==> src/hdl/spms_pkg.sv <==
// Purpose: constants for the sensor power mode sequencer
// Assumes: APB slave, 32-bit data, 50 MHz clock
// Notes: register map offsets are byte addresses
//
// Behaviour
// RULE1: sleep mode runs no conversions and keeps the sequencer idle.
// RULE2: normal mode repeats measurement then standby until mode changes.
// RULE3: forced mode runs one measurement then returns to sleep.
// RULE4: mode 00 sleep, 01 and 10 forced, 11 normal.
// RULE5: after reset the device sits in sleep mode.
// RULE6: reset restores every register to its reset value; soft reset leaves cal_reg, pdat_reg, tdat_reg and evt_cnt_reg unchanged.
// RULE7: all registers stay readable and writable in sleep.
// RULE8: host rewrites forced mode for each further single-shot result.
// RULE9: reset-detected flag bit 0 set on reset completion, cleared on read.
// RULE10: normal sampling period is prescaler over 200 Hz base rate.
// RULE11: normal mode updates data registers automatically each result.
// RULE12: mode change written during measurement waits until it ends.
// RULE13: further mode writes ignored while a change is pending.
// RULE14: unsupported transitions are ignored, mode stays.
// RULE15: measurement does temperature then pressure, then optional IIR filter.
// RULE16: pressure conversion runs only when power control bit 0 set.
// RULE17: pressure oversampling 000..101 gives x1..x32, 16..21 bits, extra byte.
// RULE18: IIR coefficient selectable from 0 bypass to 127.
// RULE19: temperature runs only when bit 1 set; its oversampling at 5:3.
// RULE20: filter resets on filter write, enable fall, or sleep to normal.
// RULE21: filtered = (old * coeff + sample) / (coeff + 1).
// RULE22: after forced completes, mode field reads sleep.
// RULE23: skipped channels keep their data registers unchanged.
package spms_pkg;
  localparam logic [7:0] ADDR_PWR = 8'h00;
  localparam logic [7:0] ADDR_OSR = 8'h04;
  localparam logic [7:0] ADDR_ODR = 8'h08;
  localparam logic [7:0] ADDR_IIR = 8'h0C;
  localparam logic [7:0] ADDR_STAT = 8'h10;
  localparam logic [7:0] ADDR_EVT = 8'h14;
  localparam logic [7:0] ADDR_PDAT = 8'h18;
  localparam logic [7:0] ADDR_TDAT = 8'h1C;
  localparam logic [7:0] ADDR_ID = 8'h20;
  localparam logic [7:0] ADDR_CAL = 8'h24;
  localparam int PRESS_EN_BIT = 0;
  localparam int TEMP_EN_BIT = 1;
  localparam int MODE_LSB = 4;
  localparam logic [1:0] MODE_SLEEP = 2'h0;
  localparam logic [1:0] MODE_NORMAL = 2'h3;
  localparam logic [2:0] OSR_MAX = 3'h5;
  localparam logic [4:0] ODR_MAX = 5'h11;
  localparam logic [6:0] IIR_MAX = 7'h7F;
  localparam logic [7:0] ID_VALUE = 8'h5A; // arbitrary value
  localparam int CLK_HZ = 50000000;
  localparam int BASE_HZ = 200;
  localparam int BASE_CYC = CLK_HZ / BASE_HZ;
  localparam int CONV_CYC_X1 = 64;
  localparam int DATA_W = 24;
  typedef enum logic [2:0] {
    SPMS_IDLE = 3'b000,
    SPMS_TEMP = 3'b001,
    SPMS_PRES = 3'b011,
    SPMS_FILT = 3'b010,
    SPMS_STBY = 3'b110
  } spms_state_e;
endpackage : spms_pkg

==> src/hdl/spms_conv.sv <==
// Purpose: stand-in converter that counts one oversampled conversion
// Assumes: start is a pulse while idle
// Notes: sample value comes from the analog front end input
`timescale 1ns/1ps
`default_nettype none
module spms_conv (
  input wire logic clk_i,
  input wire logic rstn_i,
  input wire logic start_i,
  input wire logic [2:0] osr_i,
  input wire logic [spms_pkg::DATA_W-1:0] adc_i,
  output logic done_o,
  output logic [spms_pkg::DATA_W-1:0] data_o
);
  logic [31:0] cnt_reg;
  logic busy_reg;
  // oversampling doubles conversion time and adds one result bit
  always_ff @(posedge clk_i or negedge rstn_i) begin
    if (!rstn_i) begin
      cnt_reg <= 32'h0000_0000;
      busy_reg <= 1'b0;
      done_o <= 1'b0;
      data_o <= '0;
    end else begin
      done_o <= 1'b0;
      if (start_i && !busy_reg) begin
        busy_reg <= 1'b1;
        cnt_reg <= 32'(spms_pkg::CONV_CYC_X1) << osr_i;
      end else if (busy_reg) begin
        if (cnt_reg <= 32'h0000_0001) begin
          busy_reg <= 1'b0;
          done_o <= 1'b1;
          // keep 16 + osr significant bits, rest in extra-low byte
          data_o <= adc_i & ~(24'hFF_FFFF >> (5'd16 + 5'(osr_i))); // RULE17
        end else begin
          cnt_reg <= cnt_reg - 32'h0000_0001;
        end
      end
    end
  end
endmodule : spms_conv
`default_nettype wire

==> src/hdl/spms_iir.sv <==
// Purpose: first-order IIR filter on one channel
// Assumes: coefficient 0 bypasses
// Notes: integer division, one cycle per sample
`timescale 1ns/1ps
`default_nettype none
module spms_iir (
  input wire logic clk_i,
  input wire logic rstn_i,
  input wire logic clear_i,
  input wire logic load_i,
  input wire logic [6:0] coef_i,
  input wire logic [spms_pkg::DATA_W-1:0] sample_i,
  output logic [spms_pkg::DATA_W-1:0] filt_o
);
  logic primed_reg;
  logic [31:0] acc;
  always_comb begin
    acc = 32'(filt_o) * 32'(coef_i) + 32'(sample_i);
  end
  always_ff @(posedge clk_i or negedge rstn_i) begin
    if (!rstn_i) begin
      primed_reg <= 1'b0;
      filt_o <= '0;
    end else if (load_i) begin
      // a clear in the same cycle still lets this sample through as the seed
      primed_reg <= 1'b1;
      if (clear_i || !primed_reg || coef_i == 7'h00) begin
        filt_o <= sample_i; // RULE20
      end else begin
        filt_o <= 24'(acc / (32'(coef_i) + 32'h0000_0001)); // RULE21
      end
    end else if (clear_i) begin
      primed_reg <= 1'b0; // RULE20
    end
  end
endmodule : spms_iir
`default_nettype wire

==> src/hdl/spms_top.sv <==
// Purpose: power mode sequencer with APB register access
// Assumes: single 50 MHz clock, rstn_i from power-on reset generator
// Notes: zero wait state APB slave, pslverr on unmapped address
`timescale 1ns/1ps
`default_nettype none
module spms_top (
  input wire logic clk_i,
  input wire logic rstn_i,
  input wire logic psel_i,
  input wire logic penable_i,
  input wire logic pwrite_i,
  input wire logic [7:0] paddr_i,
  input wire logic [31:0] pwdata_i,
  input wire logic soft_rst_i,
  input wire logic [spms_pkg::DATA_W-1:0] adc_temp_i,
  input wire logic [spms_pkg::DATA_W-1:0] adc_press_i,
  output logic pready_o,
  output logic pslverr_o,
  output logic [31:0] prdata_o,
  output logic meas_busy_o
);
  // ----------------------------------------------------------------
  // registers
  // ----------------------------------------------------------------
  logic press_en_reg;
  logic temp_en_reg;
  logic [1:0] mode_reg;
  logic [1:0] pend_mode_reg;
  logic pend_reg;
  logic [2:0] osr_p_reg;
  logic [2:0] osr_t_reg;
  logic [4:0] odr_reg;
  logic [6:0] iir_reg;
  logic por_flag_reg;
  logic [31:0] cal_reg;
  logic [spms_pkg::DATA_W-1:0] pdat_reg;
  logic [spms_pkg::DATA_W-1:0] tdat_reg;
  logic [31:0] evt_cnt_reg;
  spms_pkg::spms_state_e state_reg;
  // wide enough for the base period shifted by the largest prescaler exponent
  logic [39:0] stby_cnt_reg;
  logic [1:0] srst_sync_reg;
  logic srst_prev_reg;
  logic iir_clr_reg;
  logic conv_start_reg;
  logic filt_load_reg;
  logic got_p_reg;
  logic got_t_reg;

  logic wr_acc;
  logic rd_acc;
  logic conv_done;
  logic [spms_pkg::DATA_W-1:0] conv_data;
  logic [spms_pkg::DATA_W-1:0] filt_p;
  logic [spms_pkg::DATA_W-1:0] filt_t;
  logic soft_rst;
  logic measuring;
  logic [2:0] conv_osr;
  logic [spms_pkg::DATA_W-1:0] conv_adc;

  function automatic logic is_forced(input logic [1:0] m);
    is_forced = (m == 2'b01) || (m == 2'b10); // RULE4
  endfunction : is_forced

  function automatic logic legal_move(input logic [1:0] from, input logic [1:0] to);
    // forced and normal are only entered from sleep; sleep always reachable
    legal_move = (to == spms_pkg::MODE_SLEEP) || (from == spms_pkg::MODE_SLEEP); // RULE14
  endfunction : legal_move

  assign wr_acc = psel_i && penable_i && pwrite_i;
  assign rd_acc = psel_i && penable_i && !pwrite_i;
  assign measuring = (state_reg == spms_pkg::SPMS_TEMP) || (state_reg == spms_pkg::SPMS_PRES)
                     || (state_reg == spms_pkg::SPMS_FILT);
  assign soft_rst = srst_sync_reg[1] && !srst_prev_reg;

  // ----------------------------------------------------------------
  // soft reset pin synchroniser
  // ----------------------------------------------------------------
  always_ff @(posedge clk_i or negedge rstn_i) begin
    if (!rstn_i) begin
      srst_sync_reg <= 2'b00;
      srst_prev_reg <= 1'b0;
    end else begin
      srst_sync_reg <= {srst_sync_reg[0], soft_rst_i};
      srst_prev_reg <= srst_sync_reg[1];
    end
  end

  // ----------------------------------------------------------------
  // apb slave
  // ----------------------------------------------------------------
  always_ff @(posedge clk_i or negedge rstn_i) begin
    if (!rstn_i) begin
      pready_o <= 1'b0;
      pslverr_o <= 1'b0;
      prdata_o <= 32'h0000_0000;
    end else begin
      pready_o <= psel_i && !penable_i;
      pslverr_o <= 1'b0;
      prdata_o <= 32'h0000_0000;
      if (psel_i && !penable_i) begin
        // registers stay accessible in every mode, sleep included
        case (paddr_i) // RULE7
          spms_pkg::ADDR_PWR: prdata_o <= {26'h0, mode_reg, 2'b00, temp_en_reg, press_en_reg};
          spms_pkg::ADDR_OSR: prdata_o <= {26'h0, osr_t_reg, osr_p_reg};
          spms_pkg::ADDR_ODR: prdata_o <= {27'h0, odr_reg};
          spms_pkg::ADDR_IIR: prdata_o <= {25'h0, iir_reg};
          spms_pkg::ADDR_STAT: prdata_o <= {28'h0, pend_reg, measuring, 1'b0, por_flag_reg};
          spms_pkg::ADDR_EVT: prdata_o <= evt_cnt_reg;
          spms_pkg::ADDR_PDAT: prdata_o <= {8'h00, pdat_reg};
          spms_pkg::ADDR_TDAT: prdata_o <= {8'h00, tdat_reg};
          spms_pkg::ADDR_ID: prdata_o <= {24'h00_0000, spms_pkg::ID_VALUE};
          spms_pkg::ADDR_CAL: prdata_o <= cal_reg;
          default: pslverr_o <= 1'b1;
        endcase
      end
    end
  end

  // ----------------------------------------------------------------
  // configuration registers
  // ----------------------------------------------------------------
  always_ff @(posedge clk_i or negedge rstn_i) begin
    if (!rstn_i) begin
      press_en_reg <= 1'b0; // RULE6
      temp_en_reg <= 1'b0;
      osr_p_reg <= 3'h0;
      osr_t_reg <= 3'h0;
      odr_reg <= 5'h00;
      iir_reg <= 7'h00;
      cal_reg <= 32'h0000_0000;
    end else if (soft_rst) begin
      press_en_reg <= 1'b0;
      temp_en_reg <= 1'b0;
      osr_p_reg <= 3'h0;
      osr_t_reg <= 3'h0;
      odr_reg <= 5'h00;
      iir_reg <= 7'h00;
    end else if (wr_acc && pready_o) begin
      case (paddr_i)
        spms_pkg::ADDR_PWR: begin
          press_en_reg <= pwdata_i[spms_pkg::PRESS_EN_BIT]; // RULE16
          temp_en_reg <= pwdata_i[spms_pkg::TEMP_EN_BIT]; // RULE19
        end
        spms_pkg::ADDR_OSR: begin
          // out-of-range oversampling clamps to the widest setting
          osr_p_reg <= (pwdata_i[2:0] > spms_pkg::OSR_MAX) ? spms_pkg::OSR_MAX : pwdata_i[2:0];
          osr_t_reg <= (pwdata_i[5:3] > spms_pkg::OSR_MAX) ? spms_pkg::OSR_MAX : pwdata_i[5:3];
        end
        spms_pkg::ADDR_ODR: odr_reg <= (pwdata_i[4:0] > spms_pkg::ODR_MAX) ? spms_pkg::ODR_MAX
                                       : pwdata_i[4:0];
        spms_pkg::ADDR_IIR: iir_reg <= pwdata_i[6:0] & spms_pkg::IIR_MAX; // RULE18
        spms_pkg::ADDR_CAL: cal_reg <= pwdata_i;
        default: ;
      endcase
    end
  end

  // ----------------------------------------------------------------
  // reset detected flag
  // ----------------------------------------------------------------
  always_ff @(posedge clk_i or negedge rstn_i) begin
    if (!rstn_i) begin
      por_flag_reg <= 1'b1; // RULE9
    end else if (soft_rst) begin
      por_flag_reg <= 1'b1; // RULE9
    end else if (rd_acc && pready_o && paddr_i == spms_pkg::ADDR_STAT) begin
      por_flag_reg <= 1'b0; // RULE9
    end
  end

  // ----------------------------------------------------------------
  // filter reset: setting write, enable falling, sleep to normal
  // ----------------------------------------------------------------
  always_ff @(posedge clk_i or negedge rstn_i) begin
    if (!rstn_i) begin
      iir_clr_reg <= 1'b0;
    end else begin
      iir_clr_reg <= soft_rst
        || (wr_acc && pready_o && paddr_i == spms_pkg::ADDR_IIR)
        || (wr_acc && pready_o && paddr_i == spms_pkg::ADDR_PWR
            && ((press_en_reg && !pwdata_i[spms_pkg::PRESS_EN_BIT])
                || (temp_en_reg && !pwdata_i[spms_pkg::TEMP_EN_BIT])))
        || (mode_reg == spms_pkg::MODE_SLEEP && state_reg == spms_pkg::SPMS_IDLE && !pend_reg
            && wr_acc && pready_o && paddr_i == spms_pkg::ADDR_PWR
            && pwdata_i[spms_pkg::MODE_LSB +: 2] == spms_pkg::MODE_NORMAL); // RULE20
    end
  end

  // ----------------------------------------------------------------
  // mode control
  // ----------------------------------------------------------------
  always_ff @(posedge clk_i or negedge rstn_i) begin
    if (!rstn_i) begin
      mode_reg <= spms_pkg::MODE_SLEEP; // RULE5
      pend_reg <= 1'b0;
      pend_mode_reg <= spms_pkg::MODE_SLEEP;
    end else if (soft_rst) begin
      mode_reg <= spms_pkg::MODE_SLEEP;
      pend_reg <= 1'b0;
    end else if (state_reg == spms_pkg::SPMS_FILT && is_forced(mode_reg)) begin
      mode_reg <= pend_reg ? pend_mode_reg : spms_pkg::MODE_SLEEP; // RULE3 RULE22
      pend_reg <= 1'b0;
    end else if (pend_reg && !measuring) begin
      mode_reg <= pend_mode_reg; // RULE12
      pend_reg <= 1'b0;
    end else if (wr_acc && pready_o && paddr_i == spms_pkg::ADDR_PWR && !pend_reg) begin // RULE13
      if (legal_move(mode_reg, pwdata_i[spms_pkg::MODE_LSB +: 2])) begin // RULE14
        if (measuring) begin
          pend_reg <= 1'b1; // RULE12
          pend_mode_reg <= pwdata_i[spms_pkg::MODE_LSB +: 2];
        end else begin
          mode_reg <= pwdata_i[spms_pkg::MODE_LSB +: 2]; // RULE8
        end
      end
    end
  end

  // ----------------------------------------------------------------
  // measurement sequencer
  // ----------------------------------------------------------------
  always_ff @(posedge clk_i or negedge rstn_i) begin
    if (!rstn_i) begin
      state_reg <= spms_pkg::SPMS_IDLE;
      stby_cnt_reg <= 40'h00_0000_0000;
      conv_start_reg <= 1'b0;
      filt_load_reg <= 1'b0;
      meas_busy_o <= 1'b0;
    end else begin
      conv_start_reg <= 1'b0;
      filt_load_reg <= 1'b0;
      meas_busy_o <= measuring;
      case (state_reg)
        spms_pkg::SPMS_IDLE: begin
          // idle in sleep: nothing is converted
          if (mode_reg != spms_pkg::MODE_SLEEP && !soft_rst && !pend_reg) begin // RULE1
            state_reg <= spms_pkg::SPMS_TEMP;
            stby_cnt_reg <= 40'(spms_pkg::BASE_CYC) << odr_reg; // RULE10
            conv_start_reg <= temp_en_reg; // RULE15 RULE19
          end
        end
        spms_pkg::SPMS_TEMP: begin
          if (stby_cnt_reg != 40'h00_0000_0000) stby_cnt_reg <= stby_cnt_reg - 40'h00_0000_0001;
          if (!temp_en_reg || conv_done) begin
            state_reg <= spms_pkg::SPMS_PRES;
            conv_start_reg <= press_en_reg; // RULE16
          end
        end
        spms_pkg::SPMS_PRES: begin
          if (stby_cnt_reg != 40'h00_0000_0000) stby_cnt_reg <= stby_cnt_reg - 40'h00_0000_0001;
          if (!press_en_reg || conv_done) begin
            state_reg <= spms_pkg::SPMS_FILT;
            filt_load_reg <= 1'b1; // RULE15
          end
        end
        spms_pkg::SPMS_FILT: begin
          if (stby_cnt_reg != 40'h00_0000_0000) stby_cnt_reg <= stby_cnt_reg - 40'h00_0000_0001;
          state_reg <= (mode_reg == spms_pkg::MODE_NORMAL && !pend_reg) ? spms_pkg::SPMS_STBY
                       : spms_pkg::SPMS_IDLE;
        end
        spms_pkg::SPMS_STBY: begin
          if (mode_reg != spms_pkg::MODE_NORMAL || soft_rst) begin
            state_reg <= spms_pkg::SPMS_IDLE;
          end else if (stby_cnt_reg <= 40'h00_0000_0001) begin
            state_reg <= spms_pkg::SPMS_TEMP; // RULE2
            stby_cnt_reg <= 40'(spms_pkg::BASE_CYC) << odr_reg; // RULE10
            conv_start_reg <= temp_en_reg;
          end else begin
            stby_cnt_reg <= stby_cnt_reg - 40'h00_0000_0001;
          end
        end
        default: state_reg <= spms_pkg::SPMS_IDLE;
      endcase
    end
  end

  // ----------------------------------------------------------------
  // data registers: only converted channels update
  // ----------------------------------------------------------------
  always_ff @(posedge clk_i or negedge rstn_i) begin
    if (!rstn_i) begin
      got_p_reg <= 1'b0;
      got_t_reg <= 1'b0;
      pdat_reg <= '0;
      tdat_reg <= '0;
      evt_cnt_reg <= 32'h0000_0000;
    end else begin
      if (conv_done && state_reg == spms_pkg::SPMS_TEMP) got_t_reg <= 1'b1;
      if (conv_done && state_reg == spms_pkg::SPMS_PRES) got_p_reg <= 1'b1;
      if (filt_load_reg) begin // RULE15
        got_p_reg <= 1'b0;
        got_t_reg <= 1'b0;
        if (got_p_reg) pdat_reg <= filt_p; // RULE11 RULE23
        if (got_t_reg) tdat_reg <= filt_t; // RULE23
        evt_cnt_reg <= evt_cnt_reg + 32'h0000_0001;
      end
    end
  end

  // ----------------------------------------------------------------
  // converter and filters
  // ----------------------------------------------------------------
  assign conv_osr = (state_reg == spms_pkg::SPMS_PRES) ? osr_p_reg : osr_t_reg;
  assign conv_adc = (state_reg == spms_pkg::SPMS_PRES) ? adc_press_i : adc_temp_i;

  spms_conv u_conv (
    .clk_i(clk_i),
    .rstn_i(rstn_i),
    .start_i(conv_start_reg),
    .osr_i(conv_osr),
    .adc_i(conv_adc),
    .done_o(conv_done),
    .data_o(conv_data)
  );

  // filter the fresh sample the cycle its conversion finishes; skipped channel keeps its state
  spms_iir u_iir_p (
    .clk_i(clk_i),
    .rstn_i(rstn_i),
    .clear_i(iir_clr_reg),
    .load_i(conv_done && state_reg == spms_pkg::SPMS_PRES),
    .coef_i(iir_reg),
    .sample_i(conv_data),
    .filt_o(filt_p)
  );

  spms_iir u_iir_t (
    .clk_i(clk_i),
    .rstn_i(rstn_i),
    .clear_i(iir_clr_reg),
    .load_i(conv_done && state_reg == spms_pkg::SPMS_TEMP),
    .coef_i(iir_reg),
    .sample_i(conv_data),
    .filt_o(filt_t)
  );
endmodule : spms_top
`default_nettype wire

==> config.mk <==
export PLATFORM = sky130hd
export DESIGN_NAME = spms_top
export DESIGN_NICKNAME = d
export VERILOG_FILES = /design/src/hdl/spms_pkg.sv /design/src/hdl/spms_conv.sv /design/src/hdl/spms_iir.sv /design/src/hdl/spms_top.sv
export SDC_FILE = /design/constraint.sdc
export NUM_CORES = 2
export LEC_CHECK = 0
export BUFFER_PORTS_ARGS = -buffer_cell sky130_fd_sc_hd__buf_4
export CAP_MARGIN = 20
export CORE_MARGIN = 3
export CORE_UTILIZATION = 35
export DETAILED_ROUTE_END_ITERATION = 10
export REMOVE_ABC_BUFFERS = 1
export SETUP_SLACK_MARGIN = 0.2
export SLEW_MARGIN = 15
export SYNTH_ARGS = -nofsm -noshare
export SYNTH_HDL_FRONTEND = slang
export SYNTH_HIERARCHICAL = 1
export SYNTH_SLANG_ARGS = --single-unit
==> constraint.sdc <==
create_clock -name clk_i -period 80.8 [get_ports clk_i]
set_input_delay 8.08 -clock clk_i [delete_from_list [all_inputs] [get_ports clk_i]]
set_output_delay 8.08 -clock clk_i [all_outputs]
set_load 0.005 [all_outputs]
==> results.cfg <==
[status]
status = finished, final reports clean

[sta]
slew_viol_final = 0
finalSetupViolCount = 0
post-route-period-util_pct = 99.6
worst_pin_slew_ns = 1.06
post-route-min-period_ns = 80.46
grt_setup_unrepaired = true
whs_ns = 0.348
clock_skew_ns = 0.0398
worst_slack_ns = 0.339
clock.fmax_ghz = 0.0124
relSlewSlack_pct = 29.3
hold_viol = 0
setup_tns_ns = 0

[clock_tree]
tritoncts = built
clock_sinks = 331
clock_latency_ns = 0.60
clockRootBuffer = clkbuf_16
htree_levels = 2
clk_pin_slew_worst_paths_ns = 0.06
cts_buffers = 40
cts_buffer_depth = 3

[setup_path]
cp.required_ns = 81.26
max_stage_delay_ns = 0.58
cp_common_cell = o21a_1
r2r_end = u_iir_t/filt_o[0]
arrival_ns = 80.92
r2r-start = iir_reg[6]
crit_path_top_delay_cell = or4_4
r2r_cells = 458
reg2reg_slack_ns = 0.34
startpoint_type = flop
endpoint_kind = flop
critical_path.max_fanout = 6
path_class = reg2reg

[floorplan]
rows = 159
pin_count = 129
chipWidth_um = 442
dieArea_um2 = 196000
coreArea_um2 = 189000
fp.dieH_um = 442
start_util_pct = 35.4

[layout]
fillers = 18000
layout.nets = 12100
area_growth_pct = 41.6
final-seq-area_um2 = 8300
multi_input_area_um2 = 58000
largest_register_ffs = 40
final_layout_size_suffix_gt1_share_pct = 34.8

[routing]
routed-via-count = 76000
drtIter0Drc = 4810
routedWlPerCell_um = 17.9
ant_nets = 0
dr.pass1.iters = 7
avgViaCountPerCell = 5.55
totalWireLength_um = 245000
drc = 0

[placement]
port_buffers = 126
dpl.hpwl_um = 194000
gp_congestion = 0.962
dp_slack_ns = -5.29

[grt]
grt_pass1_vias = 74400
grt_max_degree = 113
antenna_found_initial = 2
gr-usage-all-layers_pct = 23.5
overflow = 0
grt_pass1_wl_um = 387000

[flow_run]
maxCapViolCount = 0

[worst_hold_path]
min_to = srst_sync_reg[1]
hp-start = srst_sync_reg[0]
worst_hold_path_type = reg2reg
min_path_cells = 0

[synth]
syn_area_per_cell_um2 = 7.73
ys.warnings.count = 6
syn_area_um2 = 66700
syn_inst = 8630
## placed cells by master, fill, tap and decap left out, types with 75 or more instances in the layout
master and instances:
a21o_1 131, a21oi_1 436, a21oi_2 77, a31oi_1 87, and2_1 262, and3_1 94, buf_4 2754, dfrtp_1 322
fa_1 266, ha_1 536, inv_1 511, mux2_2 236, mux2i_1 84, nand2_1 806, nand2b_1 85, nand3_1 242
nand4_1 121, nor2_1 592, nor3_1 384, o211ai_1 104, o21a_1 320, o21ai_0 280, o21ai_1 78, o31ai_1 168
or2_2 75, or3_1 101, xnor2_1 212, xor2_1 139
## what timing repair did
item,in CTS,in global routing
setup buffers,127,174
pin swaps,126,379
resized for setup,281,386
hold endpoints to repair,0,0
hold buffers,0,0
setup endpoints to repair,5,5
gates cloned,1,8
## final cells by class
class	count	area share, %
tap	2495	3.31
clock inverter	21	0.281
clock buffer	50	1.16
antenna	1	0.00265
sequential	331	8.79
multi-input combinational	7469	61.5
inverter	520	2.07
timing repair buffer	2821	22.9
## stage by stage
stage	utilization, %	std cells	area, µm²
finish	50.1	13700	94400
detailed placement	46.4	13300	87600
CTS	48.3	13500	91000
floorplan	-	8318	65300
global placement	46.4	13300	87600
global route	50.1	13700	94400
## metal layers
metal / wire length [µm] / share of wire, % / GRT usage [%] / up-vias
li1: - / - / - / 37200
met1: 108000 / 44 / 30.7 / 36600
met2: 116000 / 48 / 40.5 / 1807
met3: 10000 / 4.1 / 1.51 / 415
met4: 10500 / 4.3 / 8.76 / 0
met5: 0 / 0 / 0 / -
## critical path: cells and delay by family (launching register included)
family | cells | cell delay (ns)
AOI/OAI and AO/OA | 235 | 40.21
adders and majority gates | 37 | 11.12
buffers and inverters | 47 | 5.36
DFF | 1 | 0.56
muxes | 10 | 2.30
and+or+nand+nor | 129 | 20.44
## worst max-delay path by stage
stage                              endpoint  startpoint  cells after the start
after detailed placement  u_iir_t/filt_o[0]  iir_reg[3]                    446
after global placement    u_iir_t/filt_o[0]  iir_reg[3]                    447
final                     u_iir_t/filt_o[0]  iir_reg[6]                    458
after global routing      u_iir_t/filt_o[0]  iir_reg[6]                    461
after CTS                 u_iir_t/filt_o[0]  iir_reg[4]                    454
after floorplan           u_iir_p/filt_o[0]  iir_reg[0]                    401
Power is left out: the tool's default activity adds up to more than one toggle a clock period on the data nets, which glitch-free logic cannot reach.
